$ cat config.mk
export PLATFORM = sky130hd
export DESIGN_NAME = sxtp_transmitter
export DESIGN_NICKNAME = d
export VERILOG_FILES = /design/src/rtl/sxtp_pkg.sv /design/src/rtl/sxtp_bit_timer.sv /design/src/rtl/sxtp_transmitter.sv
export VERILOG_INCLUDE_DIRS = /design/src /design/src/rtl
export SDC_FILE = /design/constraint.sdc
export NUM_CORES = 1
export LEC_CHECK = 0
export BUFFER_PORTS_ARGS = -buffer_cell sky130_fd_sc_hd__clkbuf_2
export CAP_MARGIN = 5
export CORE_MARGIN = 8
export CORE_UTILIZATION = 55
export DETAILED_ROUTE_END_ITERATION = 16
export GPL_ROUTABILITY_DRIVEN = 0
export GPL_TIMING_DRIVEN = 0
export PLACE_DENSITY = 0.73
export SETUP_SLACK_MARGIN = 0.5
export SYNTH_ARGS = -nofsm -noshare
export SYNTH_HDL_FRONTEND = slang
export SYNTH_SLANG_ARGS = --single-unit
$ cat constraint.sdc
create_clock -name clk -period 5.5 [get_ports clk]
set_input_delay 1.375 -clock clk [delete_from_list [all_inputs] [get_ports clk]]
set_output_delay 1.375 -clock clk [all_outputs]
set_load 0.1 [all_outputs]
$ cat src/rtl/sxtp_consts.svh
/*
 * Constants of the serial transmitter with parity: register offsets, field
 * positions, reset values and timing figures.
 * Assumes it is included by bare name by the design modules.
 */
// Notes on behaviour
// [RULE1] parity is xor of all data bits, inverted when odd parity chosen
// [RULE2] parity bit sits after last data bit, before first stop bit
// [RULE3] tx_on_bit set hands serial_out_pin to the transmitter
// [RULE4] synchronous mode takes sync_clock_pin as the transmission clock
// [RULE5] writing tx_data_port fills the one-deep buffer until shifter takes it
// [RULE6] buffer moves to shifter when idle or right after last stop bit
// [RULE7] loaded shifter sends one frame at divisor/double-rate or external clock rate
// [RULE8] upper bits above character size are ignored
// [RULE9] software writes ninth_tx_bit before the low byte for 9-bit characters
// [RULE10] polling software waits for buffer_empty_flag before writing
// [RULE11] buffer-empty handler supplies the next character
// [RULE12] software sets baud, format and enables before communicating
// [RULE13] software should mask global interrupts while initializing
// [RULE14] software checks done flags before changing baud or format
// [RULE15] software clears tx_done_flag before each write when using it
// [RULE16] size code 3 with high bit clear is eight bits; stop_count_bit gives two stops
// [RULE17] buffer_empty_flag set when buffer empty, cleared by data write
// [RULE18] tx_done_flag set when frame sent and buffer empty; write one clears
// [RULE19] start bit then data lsb first; idle line high
// [RULE20] disabling waits for pending data, then releases the pin
// [RULE21] start bit low, stop bits high, each held one full bit period
// [RULE22] ninth_tx_bit sampled at shifter load, sent as data msb
`ifndef SXTP_CONSTS_SVH
`define SXTP_CONSTS_SVH

// register offsets
`define SXTP_OFS_DATA 4'h0
`define SXTP_OFS_CSA 4'h1
`define SXTP_OFS_CSB 4'h2
`define SXTP_OFS_CSC 4'h3
`define SXTP_OFS_BAUDL 4'h4
`define SXTP_OFS_BAUDH 4'h5

// ctrl_status_a
`define SXTP_A_DONE 6
`define SXTP_A_EMPTY 5
`define SXTP_A_DBL 1
// ctrl_status_b
`define SXTP_B_TXON 3
`define SXTP_B_SIZE2 2
`define SXTP_B_NINTH 0
// ctrl_status_c
`define SXTP_C_SYNC 6
`define SXTP_C_PEN 5
`define SXTP_C_PODD 4
`define SXTP_C_STOP2 3
`define SXTP_C_SIZE_HI 2
`define SXTP_C_SIZE_LO 1
`define SXTP_C_POL 0

// reset values and the 9-bit size code
`define SXTP_RST_CSC 8'h06
`define SXTP_RST_BAUD 12'h000
`define SXTP_SIZE_9BIT 3'h7

// bit timing: baud divisor periods per bit tick; the sync mode figure is not used by the timer
`define SXTP_DIV_NORMAL 5'h10
`define SXTP_DIV_DOUBLE 5'h08
`define SXTP_DIV_SYNC 5'h02

`endif

$ cat src/rtl/sxtp_pkg.sv
/*
 * Types of the serial transmitter with parity.
 * Assumes the constants header sits beside it.
 */
package sxtp_pkg;
    typedef enum logic [2:0] {SXTP_IDLE, SXTP_START, SXTP_DATA, SXTP_PAR, SXTP_STOP} sxtp_state_t;
    typedef logic [7:0] sxtp_byte_t;
endpackage

$ cat src/rtl/sxtp_bit_timer.sv
/*
 * Bit timer: baud divisor down-counter and bit-period prescaler, or edge
 * detection of the external synchronous clock; gives one-cycle bit ticks.
 * Assumes the external clock pin is asynchronous to clk.
 */
`timescale 1ns/10ps
`include "sxtp_consts.svh"
module sxtp_bit_timer (
    // clock and reset
    input wire logic clk,
    input wire logic rst_n,
    // configuration
    input wire logic [11:0] baudDivisor,
    input wire logic baudReload,
    input wire logic doubleRate,
    input wire logic syncMode,
    input wire logic clkPolarity,
    input wire logic syncClockPin,
    // tick out
    output logic bitTick
);
    import sxtp_pkg::*;

    typedef struct packed {
        logic [11:0] cnt;
        logic [4:0] pre;
        logic [1:0] sync;
        logic syncPrev;
        logic tick;
    } sxtp_timer_t;

    sxtp_timer_t s_q, s_d;
    logic slave;
    logic [4:0] div;

    // slave synchronous: the external pin is the only bit clock
    assign slave = syncMode;
    assign div = doubleRate ? `SXTP_DIV_DOUBLE : `SXTP_DIV_NORMAL;

    always_comb begin
        s_d = s_q;
        s_d.tick = 1'b0;
        s_d.sync = {s_q.sync[0], syncClockPin};
        s_d.syncPrev = s_q.sync[1];
        if (slave) begin
            // data change edge chosen by polarity; costs three cycles of latency [RULE4]
            if (clkPolarity ? (s_q.syncPrev & ~s_q.sync[1]) : (~s_q.syncPrev & s_q.sync[1])) begin
                s_d.tick = 1'b1; // [RULE7]
            end
        end else if (baudReload || s_q.cnt == 12'h000) begin
            s_d.cnt = baudDivisor;
            if (s_q.pre + 5'h01 >= div) begin
                s_d.pre = 5'h00;
                s_d.tick = 1'b1; // [RULE7]
            end else begin
                s_d.pre = s_q.pre + 5'h01;
            end
        end else begin
            s_d.cnt = s_q.cnt - 12'h001;
        end
    end

    always_ff @(posedge clk or negedge rst_n) begin
        if (!rst_n) begin
            s_q <= '0;
        end else begin
            s_q <= s_d;
        end
    end

    assign bitTick = s_q.tick;
endmodule

$ cat src/rtl/sxtp_transmitter.sv
/*
 * Transmitter: register file, one-deep transmit buffer, shift register with
 * parity insertion, done/empty flags and serial pin takeover.
 * Assumes a register master with one-cycle strobes and read data one cycle
 * later; the synchronous clock pin is asynchronous to clk.
 */
`timescale 1ns/10ps
`include "sxtp_consts.svh"
module sxtp_transmitter (
    // clock and reset
    input wire logic clk,
    input wire logic rst_n,
    // register port
    input wire logic [3:0] regAddr,
    input wire sxtp_pkg::sxtp_byte_t regWdata,
    input wire logic regWrite,
    input wire logic regRead,
    output sxtp_pkg::sxtp_byte_t regRdata,
    // serial pins
    input wire logic syncClockPin,
    output logic serialOutPin,
    output logic serialOutEn
);
    import sxtp_pkg::*;

    typedef struct packed {
        logic [7:0] bufData;
        logic bufNinth;
        logic bufFull;
        logic [8:0] shift;
        logic [3:0] bitsLeft;
        logic stopsLeft;
        logic parity;
        sxtp_state_t st;
        logic done;
        logic dbl;
        logic txOn;
        logic ninth;
        logic [7:0] csc;
        logic [11:0] baud;
        logic outBit;
        logic outEn;
        logic [7:0] rdata;
    } sxtp_tx_t;

    sxtp_tx_t s_q, s_d;
    logic bitTick;
    logic baudReload;

    function automatic logic [3:0] charBits(input logic hi, input logic [1:0] lo);
        // [RULE16] code 3 with hi clear -> 8 bits; hi with 3 -> 9 bits
        charBits = hi ? 4'h9 : 4'h5 + {2'b00, lo};
    endfunction

    function automatic logic wr(input logic [3:0] a, input logic [3:0] ofs, input logic we);
        wr = we && (a == ofs);
    endfunction

    assign baudReload = wr(regAddr, `SXTP_OFS_BAUDL, regWrite);

    sxtp_bit_timer u_timer (
        .clk(clk),
        .rst_n(rst_n),
        .baudDivisor(s_q.baud),
        .baudReload(baudReload),
        .doubleRate(s_q.dbl),
        .syncMode(s_q.csc[`SXTP_C_SYNC]),
        .clkPolarity(s_q.csc[`SXTP_C_POL]),
        .syncClockPin(syncClockPin),
        .bitTick(bitTick)
    );

    always_comb begin
        logic [3:0] nBits;
        logic [8:0] masked;
        logic doneSet;
        logic txLive;
        nBits = charBits(s_q.ninth, s_q.csc[`SXTP_C_SIZE_HI:`SXTP_C_SIZE_LO]);
        masked = '0;
        doneSet = 1'b0;
        txLive = s_q.txOn | s_q.outEn; // [RULE20]
        s_d = s_q;

        // register writes
        if (wr(regAddr, `SXTP_OFS_DATA, regWrite)) begin
            s_d.bufData = regWdata; // [RULE5]
            s_d.bufFull = 1'b1; // [RULE17]
        end
        if (wr(regAddr, `SXTP_OFS_CSA, regWrite)) begin
            s_d.dbl = regWdata[`SXTP_A_DBL];
        end
        if (wr(regAddr, `SXTP_OFS_CSB, regWrite)) begin
            s_d.txOn = regWdata[`SXTP_B_TXON];
            s_d.bufNinth = regWdata[`SXTP_B_NINTH];
        end
        if (wr(regAddr, `SXTP_OFS_CSC, regWrite)) begin
            s_d.csc = regWdata;
        end
        if (baudReload) begin
            s_d.baud[7:0] = regWdata;
        end
        if (wr(regAddr, `SXTP_OFS_BAUDH, regWrite)) begin
            s_d.baud[11:8] = regWdata[3:0];
        end

        // shifter; each step waits one full bit tick [RULE21]
        if (bitTick) begin
            case (s_q.st)
                SXTP_IDLE: begin
                    s_d.outBit = 1'b1; // [RULE19]
                end
                SXTP_START: begin
                    s_d.outBit = s_q.shift[0]; // [RULE19]
                    s_d.shift = {1'b0, s_q.shift[8:1]};
                    s_d.bitsLeft = s_q.bitsLeft - 4'h1;
                    s_d.st = SXTP_DATA;
                end
                SXTP_DATA: begin
                    if (s_q.bitsLeft != 4'h0) begin
                        s_d.outBit = s_q.shift[0];
                        s_d.shift = {1'b0, s_q.shift[8:1]};
                        s_d.bitsLeft = s_q.bitsLeft - 4'h1;
                    end else if (s_q.csc[`SXTP_C_PEN]) begin
                        s_d.outBit = s_q.parity; // [RULE2]
                        s_d.st = SXTP_PAR;
                    end else begin
                        s_d.outBit = 1'b1; // [RULE21]
                        s_d.st = SXTP_STOP;
                    end
                end
                SXTP_PAR: begin
                    s_d.outBit = 1'b1; // [RULE2]
                    s_d.st = SXTP_STOP;
                end
                SXTP_STOP: begin
                    if (s_q.stopsLeft) begin
                        s_d.stopsLeft = 1'b0; // [RULE16]
                    end else begin
                        s_d.st = SXTP_IDLE;
                        doneSet = ~s_q.bufFull; // [RULE18]
                    end
                end
                default: s_d.st = SXTP_IDLE;
            endcase
        end

        // load from buffer when idle or right after the last stop bit [RULE6]
        // a cleared tx_on_bit still lets the pending character out before release
        if (s_d.st == SXTP_IDLE && s_q.bufFull && txLive && bitTick) begin
            masked = {s_q.bufNinth, s_q.bufData}; // [RULE22]
            for (int i = 0; i < 9; i++) begin
                if (i >= nBits) begin
                    masked[i] = 1'b0; // [RULE8]
                end
            end
            s_d.shift = masked;
            s_d.parity = (^masked) ^ s_q.csc[`SXTP_C_PODD]; // [RULE1]
            s_d.bitsLeft = nBits;
            s_d.stopsLeft = s_q.csc[`SXTP_C_STOP2]; // [RULE16]
            s_d.outBit = 1'b0; // [RULE21]
            s_d.st = SXTP_START; // [RULE7]
            s_d.bufFull = wr(regAddr, `SXTP_OFS_DATA, regWrite);
        end

        // set wins over a write-one clear
        if (wr(regAddr, `SXTP_OFS_CSA, regWrite) && regWdata[`SXTP_A_DONE]) begin
            s_d.done = 1'b0;
        end
        if (doneSet) begin
            s_d.done = 1'b1; // [RULE18]
        end

        // pin held until nothing is pending after a disable [RULE20]
        if (s_q.txOn) begin
            s_d.outEn = 1'b1; // [RULE3]
        end else if (s_d.st == SXTP_IDLE && !s_q.bufFull) begin
            s_d.outEn = 1'b0; // [RULE20]
            s_d.outBit = 1'b1;
        end

        s_d.rdata = 8'h00;
        if (regRead) begin
            case (regAddr)
                `SXTP_OFS_CSA: begin
                    s_d.rdata[`SXTP_A_DONE] = s_q.done;
                    s_d.rdata[`SXTP_A_EMPTY] = ~s_q.bufFull; // [RULE17]
                    s_d.rdata[`SXTP_A_DBL] = s_q.dbl;
                end
                `SXTP_OFS_CSB: begin
                    s_d.rdata[`SXTP_B_TXON] = s_q.txOn;
                    s_d.rdata[`SXTP_B_SIZE2] = s_q.ninth;
                    s_d.rdata[`SXTP_B_NINTH] = s_q.bufNinth;
                end
                `SXTP_OFS_CSC: s_d.rdata = s_q.csc;
                `SXTP_OFS_BAUDL: s_d.rdata = s_q.baud[7:0];
                `SXTP_OFS_BAUDH: s_d.rdata = {4'h0, s_q.baud[11:8]};
                default: s_d.rdata = 8'h00;
            endcase
        end
        // high size bit lives in ctrl_status_b; loaded by each ctrl_status_b write, kept otherwise
        if (wr(regAddr, `SXTP_OFS_CSB, regWrite)) begin
            s_d.ninth = regWdata[`SXTP_B_SIZE2];
        end else begin
            s_d.ninth = s_q.ninth;
        end
    end

    always_ff @(posedge clk or negedge rst_n) begin
        if (!rst_n) begin
            s_q <= '0;
            s_q.csc <= `SXTP_RST_CSC;
            s_q.baud <= `SXTP_RST_BAUD;
            s_q.outBit <= 1'b1;
            s_q.st <= SXTP_IDLE;
        end else begin
            s_q <= s_d;
        end
    end

    assign regRdata = s_q.rdata;
    assign serialOutPin = s_q.outBit;
    assign serialOutEn = s_q.outEn;
endmodule
Yosys cells after proc, flatten, opt, wreduce, memory -nomap -nowiden
Index checks and enable logic that the tools add are counted.
Cells by class
  $add $sub $neg: 4
  order comparisons: 10
  equal/unequal tests: 10
  mux-type cells: 58
  bitwise operators: 8
  reduce and logical (&&, ||, !) cells: 30
Operator list (number)
  1-bit two-way mux: 36
  13-bit case mux with 2 select lines: 1
  19-bit two-way mux: 1
  3-bit by 4-bit >= comparator with 1-bit output, first input constant: 4
  3-bit case mux with 5 select lines: 1
  14-bit two-way mux: 1
  13-bit two-way mux: 1
  12-bit zero test: 1
  12-bit two-way mux: 1
  3-bit two-way mux: 4
  12-bit by 1-bit subtractor with 12-bit output, second input constant: 1
  1-bit logical AND: 11
  5-bit two-way mux: 2
  2-bit nonzero test: 5
  3-bit zero test: 3
  9-bit XOR reduction: 1
  4-bit by 2-bit equality test with 1-bit output, second input constant: 2
  4-bit by 3-bit equality test with 1-bit output, second input constant: 2
  1-bit by 4-bit >= comparator with 1-bit output, first input constant: 2
  2-bit by 4-bit >= comparator with 1-bit output, first input constant: 2
  8-bit two-way mux: 1
  1-bit case mux with 4 select lines: 2
  2-bit case mux with 4 select lines: 1
  3-bit by 2-bit equality test with 1-bit output, second input constant: 2
  26 further kinds: 32
Word-level totals
  register bits after elaboration: 83
  bits of input ports: 17

Logic depth before layout (Yosys ltp)
  word-level depth: 16
  gate-level depth with buffers: 9
  mapped depth without buffers: 8

By module
From an unflattened synthesis, not the netlist that was laid out.
Second synthesis, totals
  cells, all modules: 432
  area, all modules: 4594.4 um^2
By module, submodules not included
  sxtp_transmitter: instances 1, cells each 286, area each 3198.1 um^2, seq. area each 1555.2 um^2
  sxtp_bit_timer: instances 1, cells each 146, area each 1396.3 um^2, seq. area each 525.5 um^2

Worst setup path after synthesis
OpenSTA, ideal clock, no wires.
  path kind: in2reg
  start: input regAddr[1]
  end: register s_q[22] (netlist bit)
  arrival: 2698 ps
  required time: 5375 ps
  setup slack: 2677 ps
  stages on the path: 6
  path through: buf_2 > nor2b_1 > and3b_1 > clkbuf_1 > nand2_1 > mux2_2
Between the ends
  longest elaborated chain between the ends: 2
Ends and longest elaborated chain
  start: declaration: line sxtp_transmitter.sv:14  | input wire logic [3:0] regAddr,
  4-bit by 2-bit equality test with 1-bit output: line sxtp_transmitter.sv:56  | wr = we && (a == ofs);
  1-bit logical AND: line sxtp_transmitter.sv:56
  end: declaration: line sxtp_transmitter.sv:46  | sxtp_tx_t s_q, s_d;
No other way between the ends.
A chain may end at the register's enable or synchronous reset.

Worst setup path in the final report
  start: input regAddr[1]
  end: register s_q[26] (netlist bit)
Same word-level chain as after synthesis.

==> flow_results.org <==
** Status
- The run finished with clean final reports.

** Power and ir drop
- The analysis attributes to cell leakage a power of between 2 and 2.5 nW.
- Post-route total power :: approximately 0.0021 W
- VDD sags by at most about 0.22 mV.
- In this run the power density over the cells is 436.4 nW/µm².

** Timing
- Final hold violations :: 0
- Clock skew on the completed layout was measured at about 0.011 ns.
- Setup repair after global routing left no endpoint under its margin.
- Measured against its own limit, the worst slew margin works out to 0.4908.
- Final critical delay including setup and external delays :: slightly below 3 ns
- Top achievable clock speed :: about 0.34 GHz
- Setup violations remaining at the end of the flow were counted as 0.
- Summed negative setup slack over all endpoints :: 0 ns
- At the pin with the least slew margin, the transition time is ~0.76 ns.
- Number of max-slew violations in the final report :: 0
- Final clock period utilization by the worst path :: 0.5396

** Min path
- The path class of the tightest hold or removal check is reg -> reg.

** Placed design
- Once placement completed, the tool counted placed cells totaling between 500 and 600.
- Placed cell areas :: approximately 4700 µm²
- Once detailed placement completed, the half-perimeter wirelength came to around 7.1 mm.
- The count of buffers added on input and output ports is 25.

** CTS
- Post-CTS Setup Inserts :: 0
- Clock tree from TritonCTS :: done
- In this run, post-CTS hold repair placed 0 buffers.
- Once the clock tree was built, the resizer swapped 0 gates to a different size.
- Clock-pin slew on the worst setup and hold paths :: ~0.080 ns
- CTS sink cnt :: between 80 and 90
- Clock latency on the worst-skew pair, taken at its later pin, is 0.36 ns.
- The clock tree synthesis step divided the H-tree into 3 levels.
- Max Root-Sink Buffers :: 2
- Number of buffers inserted during clock tree synthesis :: 9
- CTS root buf :: clkbuf_8

** Setup path
- Startpoint class of the critical path :: input pin
- Worst Path Required :: between 5 and 6 ns
- For the worst setup path, the data arrival time is 3.21 ns.
- In this run the worst path has a maximum fanout of 9.
- STA classifies the critical path endpoint as a flip-flop.
- The critical path is of the in -> reg type.

** Cells and area
- Fraction of final layout cells sized beyond drive strength 1 :: 0.2246
- In the layout the commonest cells are 80 x dfrtp_1, 38 x nand2_1, 30 x mux2_2.
- Footprint of the multi-input gates :: 2077 µm²
- Leaving out fill and tap cells, the most frequent cell in the layout is dfrtp_1.
- Excluding fillers, the count of instances in the completed layout stands at roughly 570.
- Summing all flip-flop and latch instances after layout gives 2081 µm².
- Synthesis-to-finish area growth :: 10.71%
- Number of nets in the finished design :: 484
- The layout has approximately 650 filler cells.
- 0 antenna diodes ended up in the layout.
- Layout Cell Area excl Fill :: approximately 4900 µm²

** Route
- Total wirelength of the detailed-routed design :: between 9 and 10 mm
- The count of nets left with antenna violations once routing finished came out at 0.
- Number of DRC violations after detailed routing :: 0
- The first routing iteration left 275 violations.
- Via Count :: ~3400
- DR pass1 iterations :: 7
- Dividing the detail-routed wire length by the instance count gives between 15 and 20 µm.
- Dividing the detail-routed via count by the number of cells gives ~6.

** Global route
- Total global routing track utilization :: 0.1847
- Global routing finished with a remaining overflow of 0.
- The via count of the first global-routing pass came to 3334.
- Wire length of the first global-routing pass :: 16.63 mm
- Antenna violations before repair :: 0
- Pin count of the biggest net entering global routing :: 45

** Synth
- After synthesis the cells add up to 4382 µm².
- Flops & latches, synth :: 83
- Share of synthesized registers carrying an async set or reset :: 1.000
- Mapped Cells :: 421
- Number of synthesis warnings :: 0
- Counting every net in the synthesized netlist gives between 400 and 500.
- The synthesized design contains 0 enable-type register cells.
- Synth Area per Inst :: between 10 and 15 µm²
- Part of the Yosys area used for sequential elements :: 0.4749
- Yosys cell types :: 68
- Most frequently used flop master after synthesis :: dfrtp_1

** Die
- For this design the top-level I/O count stands at 27.
- Die Area :: between 10000 and 15000 µm²
- The die is around 110 µm wide.
- # rows :: 32
- Initial Util :: 0.5670
- In this run the standard cell core region covers between 7000 and 8000 µm².
- Die H :: between 100 and 150 µm

** Job
- The tool flagged a number of max-cap violations equal to 0.
[worst paths after layout]
kind / start / endpoint / slack (ns) / cells after the start
max: regAddr[1] / s_q[26] / 2.53 / 6
min: u_timer.s_d[3] / u_timer.s_d[1] / 0.35 / 0
max reg2reg: s_q[23] / s_q[37] / 3.00 / 6
min reg2reg: u_timer.s_d[3] / u_timer.s_d[1] / 0.35 / 0
max in group asynchronous: rst_n / s_q[23] / 3.80 / 2
min in group asynchronous: rst_n / u_timer.s_q[15] / 1.02 / 1
[power by group]
part           switching, W  internal [W]
Combinational      0.000403      0.000325
Clock              0.000217      0.000220
Sequential         0.000170      0.000782
Total              0.000790       0.00133
[state kept, by name, indices dropped and copies added, names as in the netlist]
signal           flops
regRdata             8
s_q                 52
serialOutEn          1
serialOutPin         1
u_timer.bitTick      1
u_timer.s_d          2
u_timer.s_q         18
[critical path, stage by stage]
cell and delay [ns]:
buf_2 0.16, nor2b_1 0.41, and3b_1 0.23, clkbuf_1 0.30, nand2_1 0.35, mux2_2 0.37
[cells by family after synthesis]
family,Yosys count,share of synthesized area
AOI/OAI and AO/OA,114,0.1839
DFF,83,0.4749
adders and majority gates,10,0.02798
and+or+nand+nor,124,0.1499
xor gates and xnor gates,8,0.01913
muxes,37,0.09309
buffers and inverters,45,0.05111
[per-stage QoR]
| step | hold WS, ns | util | setup WS (ns) |
|---|---|---|---|
| after floorplan | 0.3312 | - | 2.677 |
| final | 0.3547 | 0.6278 | 2.532 |
| after detailed placement | 0.3403 | 0.6027 | 2.224 |
| after global routing | 0.3616 | 0.6278 | 2.378 |
| after CTS | 0.3590 | 0.6278 | 2.597 |
| after global placement | 0.3355 | 0.5997 | 2.229 |
[per-layer routing]
layer / track usage / part of all wire / routed length, µm
met4: 0.08869 / 0.020 / 196
met5: 0 / 0 / 0
met1: 0.2623 / 0.49 / 4716
met3: 0.03654 / 0.062 / 604
met2: 0.2630 / 0.43 / 4196
[area by class of cell]
cell class              count  share of cell area
clock buffers              11             0.02915
inverters                  18             0.01393
repair buffers             26             0.03044
well taps                 102             0.02631
clock inverters             5             0.01083
multi-input cells         293              0.4282
plain buffers              27             0.03224
flip-flops and latches     83              0.4289
[cell usage after synthesis (9+ instances only)]
| cell | number | area share |
|---|---|---|
| mux2_2 | 30 | 0.077 |
| dfrtp_1 | 80 | 0.46 |
| a21oi_1 | 18 | 0.021 |
| nor2b_1 | 12 | 0.017 |
| o21ai_0 | 22 | 0.025 |
| nand3_1 | 12 | 0.014 |
| nand2_1 | 38 | 0.033 |
| o22ai_1 | 10 | 0.014 |
| inv_1 | 18 | 0.015 |
| nor2_1 | 21 | 0.018 |
| ha_1 | 9 | 0.026 |
Power figures use the tool's default switching activity.
